`src/verilog/rcr_pkg.sv`:
```
// What this block does
// - Thermal catastrophe goes straight to S5
// - Held power button override forces S5
// - Shutdown cycle: global bit, else bit 3
// - Engine host reset, variant picks power cycle
// - Engine button override goes straight to S5
// - Engine watchdog: S5 or escalated global
// - Engine global request gives global reset
// - Power-down host reset waits for wake
// - Platform reset entry timeout forces global
// - PM watchdog or engine error: S5
// - Drop no-power-cycle reset in sleep
// - Power-cycle reset in sleep skips warning
// - Global reset: no warning, no delay
// - Missing acknowledge escalates to global reset
// - S5 moves on to deep sleep if allowed
// - Escalate watchdog/error to global from S0
// - Warn processor, await acknowledge, four seconds
package rcr_pkg;
   localparam int unsigned CLK_HZ          = 25_000_000;
   localparam int unsigned ACK_TIMEOUT_S   = 4;
   localparam int unsigned PBO_HOLD_S      = 4;
   localparam int unsigned ACK_TIMEOUT_CYC = ACK_TIMEOUT_S * CLK_HZ;
   localparam int unsigned PBO_HOLD_CYC    = PBO_HOLD_S * CLK_HZ;
   localparam int unsigned PWR_OFF_CYC     = 16;
   localparam int unsigned GRST_CYC        = 16;
   localparam int unsigned CNT_W           = 27;

   localparam logic [11:0] OFS_CTRL   = 12'h000;
   localparam logic [11:0] OFS_STATUS = 12'h004;

   localparam int unsigned CTRL_GLB_BIT  = 1;
   localparam int unsigned CTRL_PC_BIT   = 3;
   localparam int unsigned CTRL_ESC_BIT  = 4;
   localparam int unsigned CTRL_DEEP_BIT = 5;
   localparam logic [7:0]  CTRL_RST      = 8'h00;

   localparam logic [2:0] SLP_S0 = 3'h0;

   typedef enum logic [2:0] {
      ST_IDLE   = 3'b000,
      ST_WARN   = 3'b001,
      ST_HRST   = 3'b010,
      ST_PWROFF = 3'b011,
      ST_GRST   = 3'b100,
      ST_S5     = 3'b101,
      ST_DEEP   = 3'b110
   } rcr_state_e;

   typedef enum logic [1:0] {
      OUT_HOST_NOPC = 2'b00,
      OUT_HOST_PC   = 2'b01,
      OUT_GLOBAL    = 2'b10,
      OUT_S5        = 2'b11
   } rcr_outcome_e;
endpackage : rcr_pkg

```
`src/verilog/rcr_timer.sv`:
```
`timescale 1ns/100ps
`default_nettype none
module rcr_timer #(
   parameter int unsigned W = 27
) (
   input  wire logic         clk_sys_i,
   input  wire logic         rst_i,
   input  wire logic         start_i,
   input  wire logic [W-1:0] limit_i,
   output logic              expired_o
);
   logic [W-1:0] count_q;

   if (W < 2) begin : g_chk
      $error("rcr_timer: width too small");
   end

   // Saturates so a long hold cannot wrap back to a fresh count
   always_ff @(posedge clk_sys_i) begin
      if (rst_i || start_i) begin
         count_q <= '0;
      end else if (count_q != limit_i) begin
         count_q <= count_q + 1'b1;
      end
   end

   // Not gated by start_i: the caller derives start from this flag
   assign expired_o = (count_q == limit_i);
endmodule : rcr_timer
`default_nettype wire

```
`src/verilog/rcr_resolver.sv`:
```
`timescale 1ns/100ps
`default_nettype none
module rcr_resolver
   import rcr_pkg::*;
#(
   parameter int unsigned ACK_CYC = rcr_pkg::ACK_TIMEOUT_CYC,
   parameter int unsigned PBO_CYC = rcr_pkg::PBO_HOLD_CYC
) (
   input  wire logic        clk_sys_i,
   input  wire logic        rst_i,
   input  wire logic        psel_i,
   input  wire logic        penable_i,
   input  wire logic        pwrite_i,
   input  wire logic [11:0] paddr_i,
   input  wire logic [31:0] pwdata_i,
   output logic [31:0]      prdata_o,
   output logic             pready_o,
   output logic             pslverr_o,
   input  wire logic        cpu_shutdown_i,
   input  wire logic        processor_power_good_i,
   input  wire logic        reset_warn_ack_i,
   input  wire logic        me_host_reset_i,
   input  wire logic        me_host_reset_pwrcyc_i,
   input  wire logic        me_host_reset_pwrdown_i,
   input  wire logic        me_pbo_i,
   input  wire logic        me_wdt_expire_i,
   input  wire logic        me_global_reset_i,
   input  wire logic        me_hw_error_i,
   input  wire logic        pm_wdt_expire_i,
   input  wire logic        thermal_catastrophic_i,
   input  wire logic        power_button_n_i,
   input  wire logic        wake_event_i,
   input  wire logic [2:0]  sleep_state_i,
   input  wire logic        sw_entered_sleep_i,
   input  wire logic        deep_sleep_cond_i,
   output logic             platform_reset_out_n_o,
   output logic             reset_warn_o,
   output logic             global_reset_o,
   output logic             host_power_cycle_o,
   output logic             force_s5_o,
   output logic             deep_sleep_state_o
);
   rcr_state_e   state_q, state_d;
   rcr_outcome_e outcome_q;
   logic [7:0]   reset_control_reg_q;
   logic [7:0]   drop_cnt_q;
   logic         pc_q, pwrdown_q;
   logic         tmr_exp, pbo_exp;
   logic [CNT_W-1:0] tmr_lim;
   logic         in_s0, busy, wd_evt, escalate;
   logic         s5_req, glob_req, host_pc, host_np, drop;
   logic         ap_setup, ap_ctrl, ap_stat;

   if (ACK_CYC >= (1 << CNT_W) || PBO_CYC >= (1 << CNT_W) ||
       ACK_CYC < 1 || PBO_CYC < 1) begin : g_chk
      $error("rcr_resolver: timeout does not fit the counter");
   end

   // Only S0 counts as awake; any other code is a sleep state S3..S5
   assign in_s0    = (sleep_state_i == SLP_S0);
   assign busy     = (state_q == ST_S5) || (state_q == ST_DEEP) ||
                     (state_q == ST_GRST);
   assign wd_evt   = me_wdt_expire_i | pm_wdt_expire_i | me_hw_error_i;
   assign escalate = reset_control_reg_q[CTRL_ESC_BIT] && in_s0;
   assign s5_req   = thermal_catastrophic_i | pbo_exp | me_pbo_i |
                     (wd_evt & !escalate);
   assign glob_req = me_global_reset_i | (wd_evt & escalate) |
                     (cpu_shutdown_i &
                      reset_control_reg_q[CTRL_GLB_BIT]);
   assign host_pc  = (cpu_shutdown_i & !reset_control_reg_q[CTRL_GLB_BIT] &
                      reset_control_reg_q[CTRL_PC_BIT]) |
                     (me_host_reset_i & me_host_reset_pwrcyc_i) |
                     me_host_reset_pwrdown_i;
   assign host_np  = (cpu_shutdown_i & !reset_control_reg_q[CTRL_GLB_BIT] &
                      !reset_control_reg_q[CTRL_PC_BIT]) |
                     (me_host_reset_i & !me_host_reset_pwrcyc_i);
   assign drop     = (state_q == ST_IDLE) && !s5_req && !glob_req &&
                     !host_pc && host_np && !in_s0;

   always_comb begin
      state_d = state_q;
      case (state_q)
         ST_IDLE: begin
            if (host_pc) begin
               // In sleep the warning handshake has nobody to answer it
               state_d = in_s0 ? ST_WARN : ST_HRST;
            end else if (host_np && in_s0) begin
               state_d = ST_WARN;
            end
         end
         ST_WARN: begin
            if (reset_warn_ack_i) begin
               state_d = ST_HRST;
            end else if (tmr_exp) begin
               state_d = ST_GRST;
            end
         end
         ST_HRST: begin
            if (!processor_power_good_i) begin
               state_d = pc_q ? ST_PWROFF : ST_IDLE;
            end else if (tmr_exp) begin
               state_d = ST_GRST;
            end
         end
         ST_PWROFF: begin
            if (tmr_exp && (!pwrdown_q || wake_event_i)) begin
               state_d = ST_IDLE;
            end
         end
         ST_GRST: begin
            if (tmr_exp) begin
               state_d = ST_IDLE;
            end
         end
         ST_S5: begin
            if (wake_event_i) begin
               state_d = ST_IDLE;
            end else if (reset_control_reg_q[CTRL_DEEP_BIT] &&
                         deep_sleep_cond_i) begin
               state_d = ST_DEEP;
            end
         end
         ST_DEEP: begin
            if (wake_event_i) begin
               state_d = ST_IDLE;
            end
         end
         default: state_d = ST_IDLE;
      endcase
      // Straight-to-S5 and global requests preempt any host sequence
      if (!busy && s5_req) begin
         state_d = ST_S5;
      end else if (!busy && glob_req) begin
         state_d = ST_GRST;
      end
   end

   always_comb begin
      case (state_q)
         ST_WARN, ST_HRST: tmr_lim = CNT_W'(ACK_CYC);
         ST_PWROFF:        tmr_lim = CNT_W'(PWR_OFF_CYC);
         default:          tmr_lim = CNT_W'(GRST_CYC);
      endcase
   end

   // Shared counter restarts per state; limit keyed on state_q, no loop
   rcr_timer #(.W(CNT_W)) u_seq_tmr (
      .clk_sys_i (clk_sys_i),
      .rst_i     (rst_i),
      .start_i   (state_d != state_q),
      .limit_i   (tmr_lim),
      .expired_o (tmr_exp)
   );

   rcr_timer #(.W(CNT_W)) u_pbo_tmr (
      .clk_sys_i (clk_sys_i),
      .rst_i     (rst_i),
      .start_i   (power_button_n_i),
      .limit_i   (CNT_W'(PBO_CYC)),
      .expired_o (pbo_exp)
   );

   always_ff @(posedge clk_sys_i) begin
      if (rst_i) begin
         state_q <= ST_IDLE;
      end else begin
         state_q <= state_d;
      end
   end

   always_ff @(posedge clk_sys_i) begin
      if (rst_i) begin
         pc_q      <= 1'b0;
         pwrdown_q <= 1'b0;
      end else if (state_q == ST_IDLE && state_d != ST_IDLE) begin
         pc_q      <= host_pc;
         pwrdown_q <= me_host_reset_pwrdown_i;
      end
   end

   always_ff @(posedge clk_sys_i) begin
      if (rst_i) begin
         outcome_q <= OUT_HOST_NOPC;
         drop_cnt_q <= 8'h00;
      end else begin
         if (state_d != state_q) begin
            case (state_d)
               ST_S5:   outcome_q <= OUT_S5;
               ST_GRST: outcome_q <= OUT_GLOBAL;
               ST_WARN, ST_HRST: begin
                  outcome_q <= host_pc ? OUT_HOST_PC : OUT_HOST_NOPC;
               end
               default: outcome_q <= outcome_q;
            endcase
         end
         if (drop) begin
            drop_cnt_q <= drop_cnt_q + 8'h01;
         end
      end
   end

   // Outputs come from flops loaded with the next-state decode
   always_ff @(posedge clk_sys_i) begin
      if (rst_i) begin
         platform_reset_out_n_o <= 1'b1;
         reset_warn_o           <= 1'b0;
         global_reset_o         <= 1'b0;
         host_power_cycle_o     <= 1'b0;
         force_s5_o             <= 1'b0;
         deep_sleep_state_o     <= 1'b0;
      end else begin
         platform_reset_out_n_o <= (state_d == ST_IDLE) ||
                                   (state_d == ST_WARN);
         reset_warn_o           <= (state_d == ST_WARN);
         global_reset_o         <= (state_d == ST_GRST);
         host_power_cycle_o     <= (state_d == ST_PWROFF);
         force_s5_o             <= (state_d == ST_S5) ||
                                   (state_d == ST_DEEP);
         deep_sleep_state_o     <= (state_d == ST_DEEP);
      end
   end

   // APB slave: zero wait states, read data captured in setup
   assign ap_setup  = psel_i && !penable_i;
   assign ap_ctrl   = (paddr_i == OFS_CTRL);
   assign ap_stat   = (paddr_i == OFS_STATUS);
   assign pready_o  = 1'b1;
   assign pslverr_o = psel_i && penable_i &&
                      !(ap_ctrl || (ap_stat && !pwrite_i));

   always_ff @(posedge clk_sys_i) begin
      if (rst_i) begin
         reset_control_reg_q <= CTRL_RST;
      end else if (psel_i && penable_i && pwrite_i && ap_ctrl) begin
         reset_control_reg_q <= pwdata_i[7:0];
      end
   end

   always_ff @(posedge clk_sys_i) begin
      if (rst_i) begin
         prdata_o <= 32'h0000_0000;
      end else if (ap_setup && !pwrite_i) begin
         if (ap_ctrl) begin
            prdata_o <= {24'h00_0000, reset_control_reg_q};
         end else if (ap_stat) begin
            prdata_o <= {16'h0000, drop_cnt_q, 2'b00, outcome_q,
                         1'b0, state_q};
         end else begin
            prdata_o <= 32'h0000_0000;
         end
      end
   end
endmodule : rcr_resolver
`default_nettype wire

```
`config.mk`:
```
export PLATFORM = sky130hd
export DESIGN_NAME = rcr_resolver
export DESIGN_NICKNAME = d
export VERILOG_FILES = /design/src/verilog/rcr_pkg.sv /design/src/verilog/rcr_timer.sv /design/src/verilog/rcr_resolver.sv
export SDC_FILE = /design/constraint.sdc
export NUM_CORES = 1
export LEC_CHECK = 0
export BUFFER_PORTS_ARGS = -buffer_cell sky130_fd_sc_hd__buf_2
export CELL_PAD_IN_SITES_DETAIL_PLACEMENT = 0
export CELL_PAD_IN_SITES_GLOBAL_PLACEMENT = 1
export CORE_MARGIN = 3
export CORE_UTILIZATION = 43
export CTS_BUF_LIST = sky130_fd_sc_hd__clkbuf_8
export DETAILED_ROUTE_END_ITERATION = 8
export GPL_TIMING_DRIVEN = 0
export PLACE_DENSITY_LB_ADDON = 0.1
export SETUP_SLACK_MARGIN = 0.2
export SLEW_MARGIN = 20
export SYNTH_ARGS = -nofsm -noshare
export SYNTH_HDL_FRONTEND = slang
export SYNTH_HIERARCHICAL = 1
export SYNTH_SLANG_ARGS = --single-unit
export TNS_END_PERCENT = 50
```
`constraint.sdc`:
```
create_clock -name clk_sys_i -period 5.3 [get_ports clk_sys_i]
set_input_delay 0.265 -clock clk_sys_i [delete_from_list [all_inputs] [get_ports clk_sys_i]]
set_output_delay 0.265 -clock clk_sys_i [all_outputs]
set_load 0.02 [all_outputs]
```
==> results of run 1 <==
-- power breakdown --
| part | switching (uW) | internal [uW] |
|---|---|---|
| Combinational | 141 | 101 |
| Clock | 302 | 178 |
| Sequential | 8.69 | 756 |
| Total | 452 | 1030 |
-- area by class of cell --
cell class | instances | area share (%)
clock inverter | 7 | 0.822
inverter | 21 | 1.21
sequential | 99 | 28.9
buffer | 51 | 5.54
clock buffer | 9 | 1.81
tap | 176 | 3.22
timing repair buffer | 66 | 5.08
multi-input combinational | 563 | 53.4
-- worst min-delay path: stages --
cell and delay, ns:
buf_2 0.07, mux2i_1 0.05, nor2_1 0.07
-- per-layer routing --
| metal | GRT usage (%) | up-vias |
|---|---|---|
| met4 | 6.93 | 2 |
| met1 | 26.7 | 2325 |
| met2 | 29.6 | 122 |
| met3 | 4.07 | 20 |
| li1 | - | 2606 |
| met5 | 0 | - |
-- state kept, by name, indices dropped and copies added (netlist names) --
register	count
deep_sleep_state_o	1
drop_cnt_q	8
force_s5_o	1
global_reset_o	1
host_power_cycle_o	1
outcome_q	2
pc_q	1
platform_reset_out_n_o	1
prdata_o	16
pwrdown_q	1
reset_control_reg_q	8
reset_warn_o	1
state_q	3
u_pbo_tmr/count_q	27
u_seq_tmr/count_q	27
-- per-stage QoR --
stage                     cells  instance area [um2]  worst slack [ns]  utilization, %
after CTS                   991                 6820             0.235            51.3
final                       992                 6850             0.611            51.5
after global placement      974                 6630             0.147            49.8
after floorplan             734                 6090             0.938               -
after global routing        992                 6850             0.326            51.5
after detailed placement    974                 6630            0.0768            49.8
-- how the worst max path moves through the flow --
stage / start / end / slack (ns) / depth (start not counted)
2_1_floorplan: state_q[1] / u_seq_tmr/count_q[21] / 0.94 / 19
3_3_place_gp: state_q[1] / u_seq_tmr/count_q[21] / 0.15 / 19
3_5_place_dp: state_q[1] / u_seq_tmr/count_q[24] / 0.08 / 19
4_1_cts: state_q[0] / u_seq_tmr/count_q[24] / 0.24 / 19
5_1_grt: state_q[0] / u_seq_tmr/count_q[12] / 0.33 / 20
6_report: state_q[1] / u_seq_tmr/count_q[24] / 0.61 / 20
-- Yosys cell counts, drive strengths merged (8+ instances only) --
library cell / number / area [um2]
buf: 37 / 322
mux2i: 22 / 220
nand3: 28 / 140
xnor2: 70 / 613
nor2: 72 / 270
a22oi: 19 / 143
inv: 21 / 78.8
a21oi: 46 / 302
or3: 24 / 155
o31ai: 10 / 80.1
dfxtp: 99 / 1980
or4: 8 / 60.1
and2: 11 / 75.1
clkbuf: 14 / 56.3
nor3: 11 / 87.6
o21ai: 23 / 115
and3: 8 / 51.3
nand2: 42 / 165
nand4: 33 / 213
nor4: 8 / 101
-- repair_timing --
action,CTS,global route
pin swaps,1,0
hold endpoints to repair,0,0
resized for setup,1,3
setup endpoints to repair,12,20
setup buffers,1,1
-- cells by family (layout without fill, tap and decap cells) --
kind of cell,Yosys count,in the layout,share of synthesized area [%]
AND/OR/NAND/NOR,268,268,25.6
AO/OA/AOI/OAI,134,134,16.6
flip-flops,99,99,33.7
XOR/XNOR,77,77,11.6
buffers and inverters,72,154,7.77
multiplexers,23,23,3.94
adder cells (fa/ha/maj),3,3,0.639
other,2,58,0.128
==> flow_summary.toml, run 1 <==
[run]
max_cap_viol_count = 0

[worst_setup_path]
path_cells = "buf_6 -> nand2b_4 -> a21o_2 -> clkinvlp_4 -> buf_12 -> xnor2_1 -> nand4_1 -> nor4_4 -> and2_4 -> buf_8 -> buf_12 -> a2111oi_4 -> nor4_4 -> a21oi_4 -> xor2_2 -> or3_1 -> or2_2 -> buf_1 -> clkbuf_2 -> a21oi_1"
rrSetupSlack_ns = 0.61
critical_path_required_ns = 5.62
criticalPathCategory = "flip-flop to flip-flop"
crit_path_top_delay_cell = "or3_1"
r2r.worst_path.cells = 20
timing.rr.start = "state_q[1]"
critical_path.max_stage_delay_ns = 0.41
timing.critical_path.fanout_max = 14
worstPathBufferInverterCount = 7
worstReg2RegEnd = "u_seq_tmr/count_q[24]"
startpoint_types = "flip-flop"
cpLargestDelayFamily = "simple AND/OR/NAND/NOR gates"
cp_data_arrival_time_ns = 5.01
critical_path.endpoint_type = "flip-flop"

[drt]
wl_met3_um = 820
post-route-drc-count = 0
wl_met1_um = 6580
drt_iter0_markers = 351
detail_route.wl_per_cell_um = 14.1
vias_per_cell = 5.12
postRouteAntennaNets = 0
drt_pre_antenna_iters = 5
met2_wirelength_um = 6330
detail_route.wirelength_um = 14000
route.top_layer_used = "met5"
dr_total_vias = 5075

[cts]
clock_tree_sinks = 99
tritoncts = "yes"
max-clock-path-buffers = 2
cts_inserted_buffers = 9
clk_latency_ns = 0.39
holdBufCountCts = 0
path_clk_slew_ns = 0.11
ctsHtreeMaxLevel = 3
clock-root-buffer = "clkbuf_8"

[hold_path]
min_from = "pwdata_i[3]"
whs_path_depth = 3
min-delay-path-class = "input port to flip-flop"
worst_hold_path.endpoint = "reset_control_reg_q[3]"

[floorplan]
fp.dieH_um = 123
fp.dieArea_um2 = 15100
io_pins = 108
initial_core_util_pct = 44.2
placementRows = 42
fp.dieW_um = 123
placeableCoreArea_um2 = 13300

[logic_synthesis]
syn_area_per_cell_um2 = 8.67
ys_ff_latch = 99
syn-instance-count = 678
yosys_warn_count = 6
proportion_of_register_bits_with_asynchronous_set_or_reset_after_synthesis_pct = 0
postSynth.topFlopCell = "dfxtp_1"
yosysUniqueCellTypes = 75
synth.cell_area_um2 = 5880
yosysSeqAreaShare_pct = 33.7
edff_count_synth = 0

[sta]
drv_slew = 0
timing.clock.skew_ns = 0.00945
clock.fmax_ghz = 0.213
holdWs_ns = 0.106
worst-slew-pin-transition_ns = 0.784
unrepaired_setup_endpoints_after_global_routing = "no"
slew_headroom_pct = 47.3
final.min_clock_period_ns = 4.69
setup-violations-final = 0
fin_crit_sh_pct = 88.5
final_hold_violation_count = 0
fin_tns_setup_ns = 0

[cells_and_area]
layout.area.seq_um2 = 1980
multi_input_comb_area_um2 = 3650
fin_nets = 882
areaGrowthSynthToFinish_pct = 16.5
post_route_cells_drive_above_1_share_pct = 21.3
insertedDiodeCount = 0
layout.cells.most_common_list = "dfxtp_1 (99), nor2_1 (72), xnor2_1 (70), buf_2 (70), conb_1 (58)"
n_fill_cell = 1291
final_common_cell = "dfxtp_1"

[placement]
gp_routability_congestion = 0.832
io_buffer_count = 64
dpl.hpwl_um = 10400

[grt]
global_route.overflow_total = 0
groute.usage.overall_pct = 19.2
grt_max_degree = 19
grt_pass1_vias = 4806
grt_first_pass_wirelength_um = 23300
initial_antenna_violation_count = 1

[power_and_ir_drop]
fin_total_pwr_uw = 1490
leakage_uw = 0.00248
peakVddDrop_v = 0.0000971
power.density_cell_area_nw_per_um2 = 217

[outcome]
status = "finished clean"
Power figures use the tool's default switching activity.
==> run 2, diff against run 1 <==
--- a/config.mk
+++ b/config.mk
@@ -5,11 +5,12 @@
 export SDC_FILE = /design/constraint.sdc
 export NUM_CORES = 1
 export LEC_CHECK = 0
+export ABC_AREA = 1
 export BUFFER_PORTS_ARGS = -buffer_cell sky130_fd_sc_hd__buf_2
-export CELL_PAD_IN_SITES_DETAIL_PLACEMENT = 0
-export CELL_PAD_IN_SITES_GLOBAL_PLACEMENT = 1
+export CELL_PAD_IN_SITES_DETAIL_PLACEMENT = 1
+export CELL_PAD_IN_SITES_GLOBAL_PLACEMENT = 2
 export CORE_MARGIN = 3
-export CORE_UTILIZATION = 43
+export CORE_UTILIZATION = 31
 export CTS_BUF_LIST = sky130_fd_sc_hd__clkbuf_8
 export DETAILED_ROUTE_END_ITERATION = 8
 export GPL_TIMING_DRIVEN = 0
==> flow_summary.toml, run 2 <==
[sta]
fin_crit_sh_pct = 87.0
holdWs_ns = 0.0956
worst-slew-pin-transition_ns = 0.773
timing.clock.skew_ns = 0.0203
slew_headroom_pct = 48.3
fin_tns_setup_ns = 0
drv_slew = 0
setup-violations-final = 0
final.min_clock_period_ns = 4.61
clock.fmax_ghz = 0.217
final_hold_violation_count = 0
unrepaired_setup_endpoints_after_global_routing = "no"

[grt]
global_route.overflow_total = 0
initial_antenna_violation_count = 1
groute.usage.overall_pct = 18.4
grt_max_degree = 21
grt_pass1_vias = 7820
grt_first_pass_wirelength_um = 39200

[logic_synthesis]
yosys_warn_count = 6
ys_ff_latch = 99
synthDominantCellAreaShare_pct = 26.7
yosysSeqAreaShare_pct = 26.7
proportion_of_register_bits_with_asynchronous_set_or_reset_after_synthesis_pct = 0
synth.most_common_cell = "nand2_1"
postSynth.topFlopCell = "dfxtp_1"
cell_types_with_the_highest_counts_after_synthesis = "nand2_1 (354), nor2_1 (221), inv_1 (139)"
edff_count_synth = 0
yosys.area.top_type = "dfxtp_1"
syn-instance-count = 1227
synth.cell_area_um2 = 7430
yosysUniqueCellTypes = 42
syn_area_per_cell_um2 = 6.06
synth.area.top_cells = "dfxtp_1 (27%), nand2_1 (18%), nor2_1 (11%)"

[floorplan]
io_pins = 108
fp.dieArea_um2 = 25900
fp.dieH_um = 161
placeableCoreArea_um2 = 23500
placementRows = 56
initial_core_util_pct = 31.6
fp.dieW_um = 161

[placement]
gp_routability_congestion = 0.810
dpl.hpwl_um = 18400
io_buffer_count = 65

[power_and_ir_drop]
leakage_uw = 0.00394
power.density_cell_area_nw_per_um2 = 189
peakVddDrop_v = 0.000105

[drt]
postRouteAntennaNets = 0
drt_iter0_markers = 258
vias_per_cell = 4.41
drt_pre_antenna_iters = 4
post-route-drc-count = 0
detail_route.wirelength_um = 23200
dr_total_vias = 7561
detail_route.wl_per_cell_um = 13.6

[cells_and_area]
layout.area.seq_um2 = 1980
final_common_cell = "nand2_1"
insertedDiodeCount = 0
areaGrowthSynthToFinish_pct = 17.1
layout.cells.most_common_list = "nand2_1 (353), nor2_1 (220), inv_1 (139)"
post_route_cells_drive_above_1_share_pct = 14.3
fin_nets = 1462
n_fill_cell = 3289
multi_input_comb_area_um2 = 4810
largestRegisters = "u_pbo_tmr/count_q (27), u_seq_tmr/count_q (27), prdata_o (16)"

[worst_setup_path]
criticalPathCategory = "flip-flop to flip-flop"
cp_data_arrival_time_ns = 4.96
critical_path_required_ns = 5.64
timing.critical_path.fanout_max = 19
r2r.worst_path.cells = 27
startpoint_types = "flip-flop"
critical_path.endpoint_type = "flip-flop"

[cts]
holdBufCountCts = 0
clk_latency_ns = 0.40
cts_inserted_buffers = 9
tritoncts = "yes"
max-clock-path-buffers = 2
path_clk_slew_ns = 0.12
clock-root-buffer = "clkbuf_8"
post-cts-setup-buffers = 0
ctsHtreeMaxLevel = 3
clock_tree_sinks = 99

[run]
max_cap_viol_count = 0

[outcome]
status = "finished clean"

[hold_path]
min-delay-path-class = "input port to flip-flop"
whs_path_depth = 3
[run 2: changes by cell type in the layout (fill, tap and decap cells not counted), moves of 20 or more]
| cell | change |
|---|---|
| conb_1 | +32 |
| inv_1 | +119 |
| mux2i_1 | -22 |
| nand2_1 | +312 |
| nand3_1 | +77 |
| nand4_1 | -26 |
| nor2_1 | +148 |
| or3_1 | -20 |
| xnor2_1 | -45 |
| xor2_1 | +40 |
[run 2: final cells by class]
type                       count  share of cell area, %
clock inverter                 7                  0.877
tap                          319                   4.59
clock buffer                   9                   1.42
inverter                     164                   7.16
buffer                        48                   4.09
sequential                    99                   22.8
timing repair buffer          65                   3.74
multi-input combinational   1004                   55.3
[run 2: repair_timing]
| action | 4_1_cts | 5_1_grt |
|---|---|---|
| cloned | 0 | 0 |
| setup endpoints to repair | 20 | 20 |
| gates resized for setup | 1 | 4 |
[run 2: layer usage]
metal / global-route usage, % / vias to the layer above / wire length, um
li1: - / 3998 / -
met1: 25.8 / 3462 / 11900
met2: 30.3 / 86 / 10400
met3: 3.02 / 13 / 795
met4: 3.01 / 2 / 174
met5: 0 / - / 7
[run 2: critical path, stage by stage (launching register included)]
cell      delay (ns)
dfxtp_1         0.33
buf_6           0.15
inv_4           0.09
nand2_2         0.05
nor2_2          0.13
inv_1           0.08
nand2_2         0.41
xnor2_1         0.18
nand2_1         0.12
nor2_1          0.21
nand3b_4        0.13
nor2_8          0.25
buf_8           0.19
inv_1           0.10
nand2_1         0.10
inv_1           0.05
o21ai_2         0.10
nand2_1         0.08
nor2_2          0.19
nand2_2         0.10
nand3_1         0.10
nand2_1         0.08
nor2_2          0.10
nand2_2         0.09
nor2_2          0.42
clkbuf_1        0.46
nand2_1         0.12
nor2_1          0.10
[run 2: power by group]
group | switching, uW | internal (uW) | total (uW)
clock network | 348 | 191 | 539
registers | 9.70 | 762 | 772
logic | 218 | 117 | 335
total | 576 | 1070 | 1650
[run 2: through the flow]
stage          total power [uW]  util (%)  instances  setup WS [ns]  area [um2]
2_1_floorplan              1040         -       1315           1.64        7760
3_3_place_gp               1120      36.0       1699          0.188        8480
3_5_place_dp               1120      36.0       1699         0.0758        8480
4_1_cts                    1670      36.9       1715          0.272        8690
5_1_grt                    1750      36.9       1715          0.207        8700
6_report                   1650      36.9       1715          0.688        8700
[run 2: path summary, 6_finish.rpt]
check	from	end	slack (ns)
hold reg to reg	pwrdown_q	pwrdown_q	0.47
setup / recovery	state_q[0]	u_seq_tmr/count_q[22]	0.69
setup reg to reg	state_q[0]	u_seq_tmr/count_q[22]	0.69
hold / removal	pwdata_i[7]	reset_control_reg_q[7]	0.1
[run 2: kinds of logic after synthesis]
group                      Yosys count  share of synthesized area (%)
and+or+nand+nor                    767                           45.2
buffers and inverters              212                           13.2
DFF                                 99                           26.7
AOI/OAI and AO/OA                   72                           5.84
xor gates and xnor gates            72                           8.49
adders and majority gates            3                          0.505
other                                2                          0.101
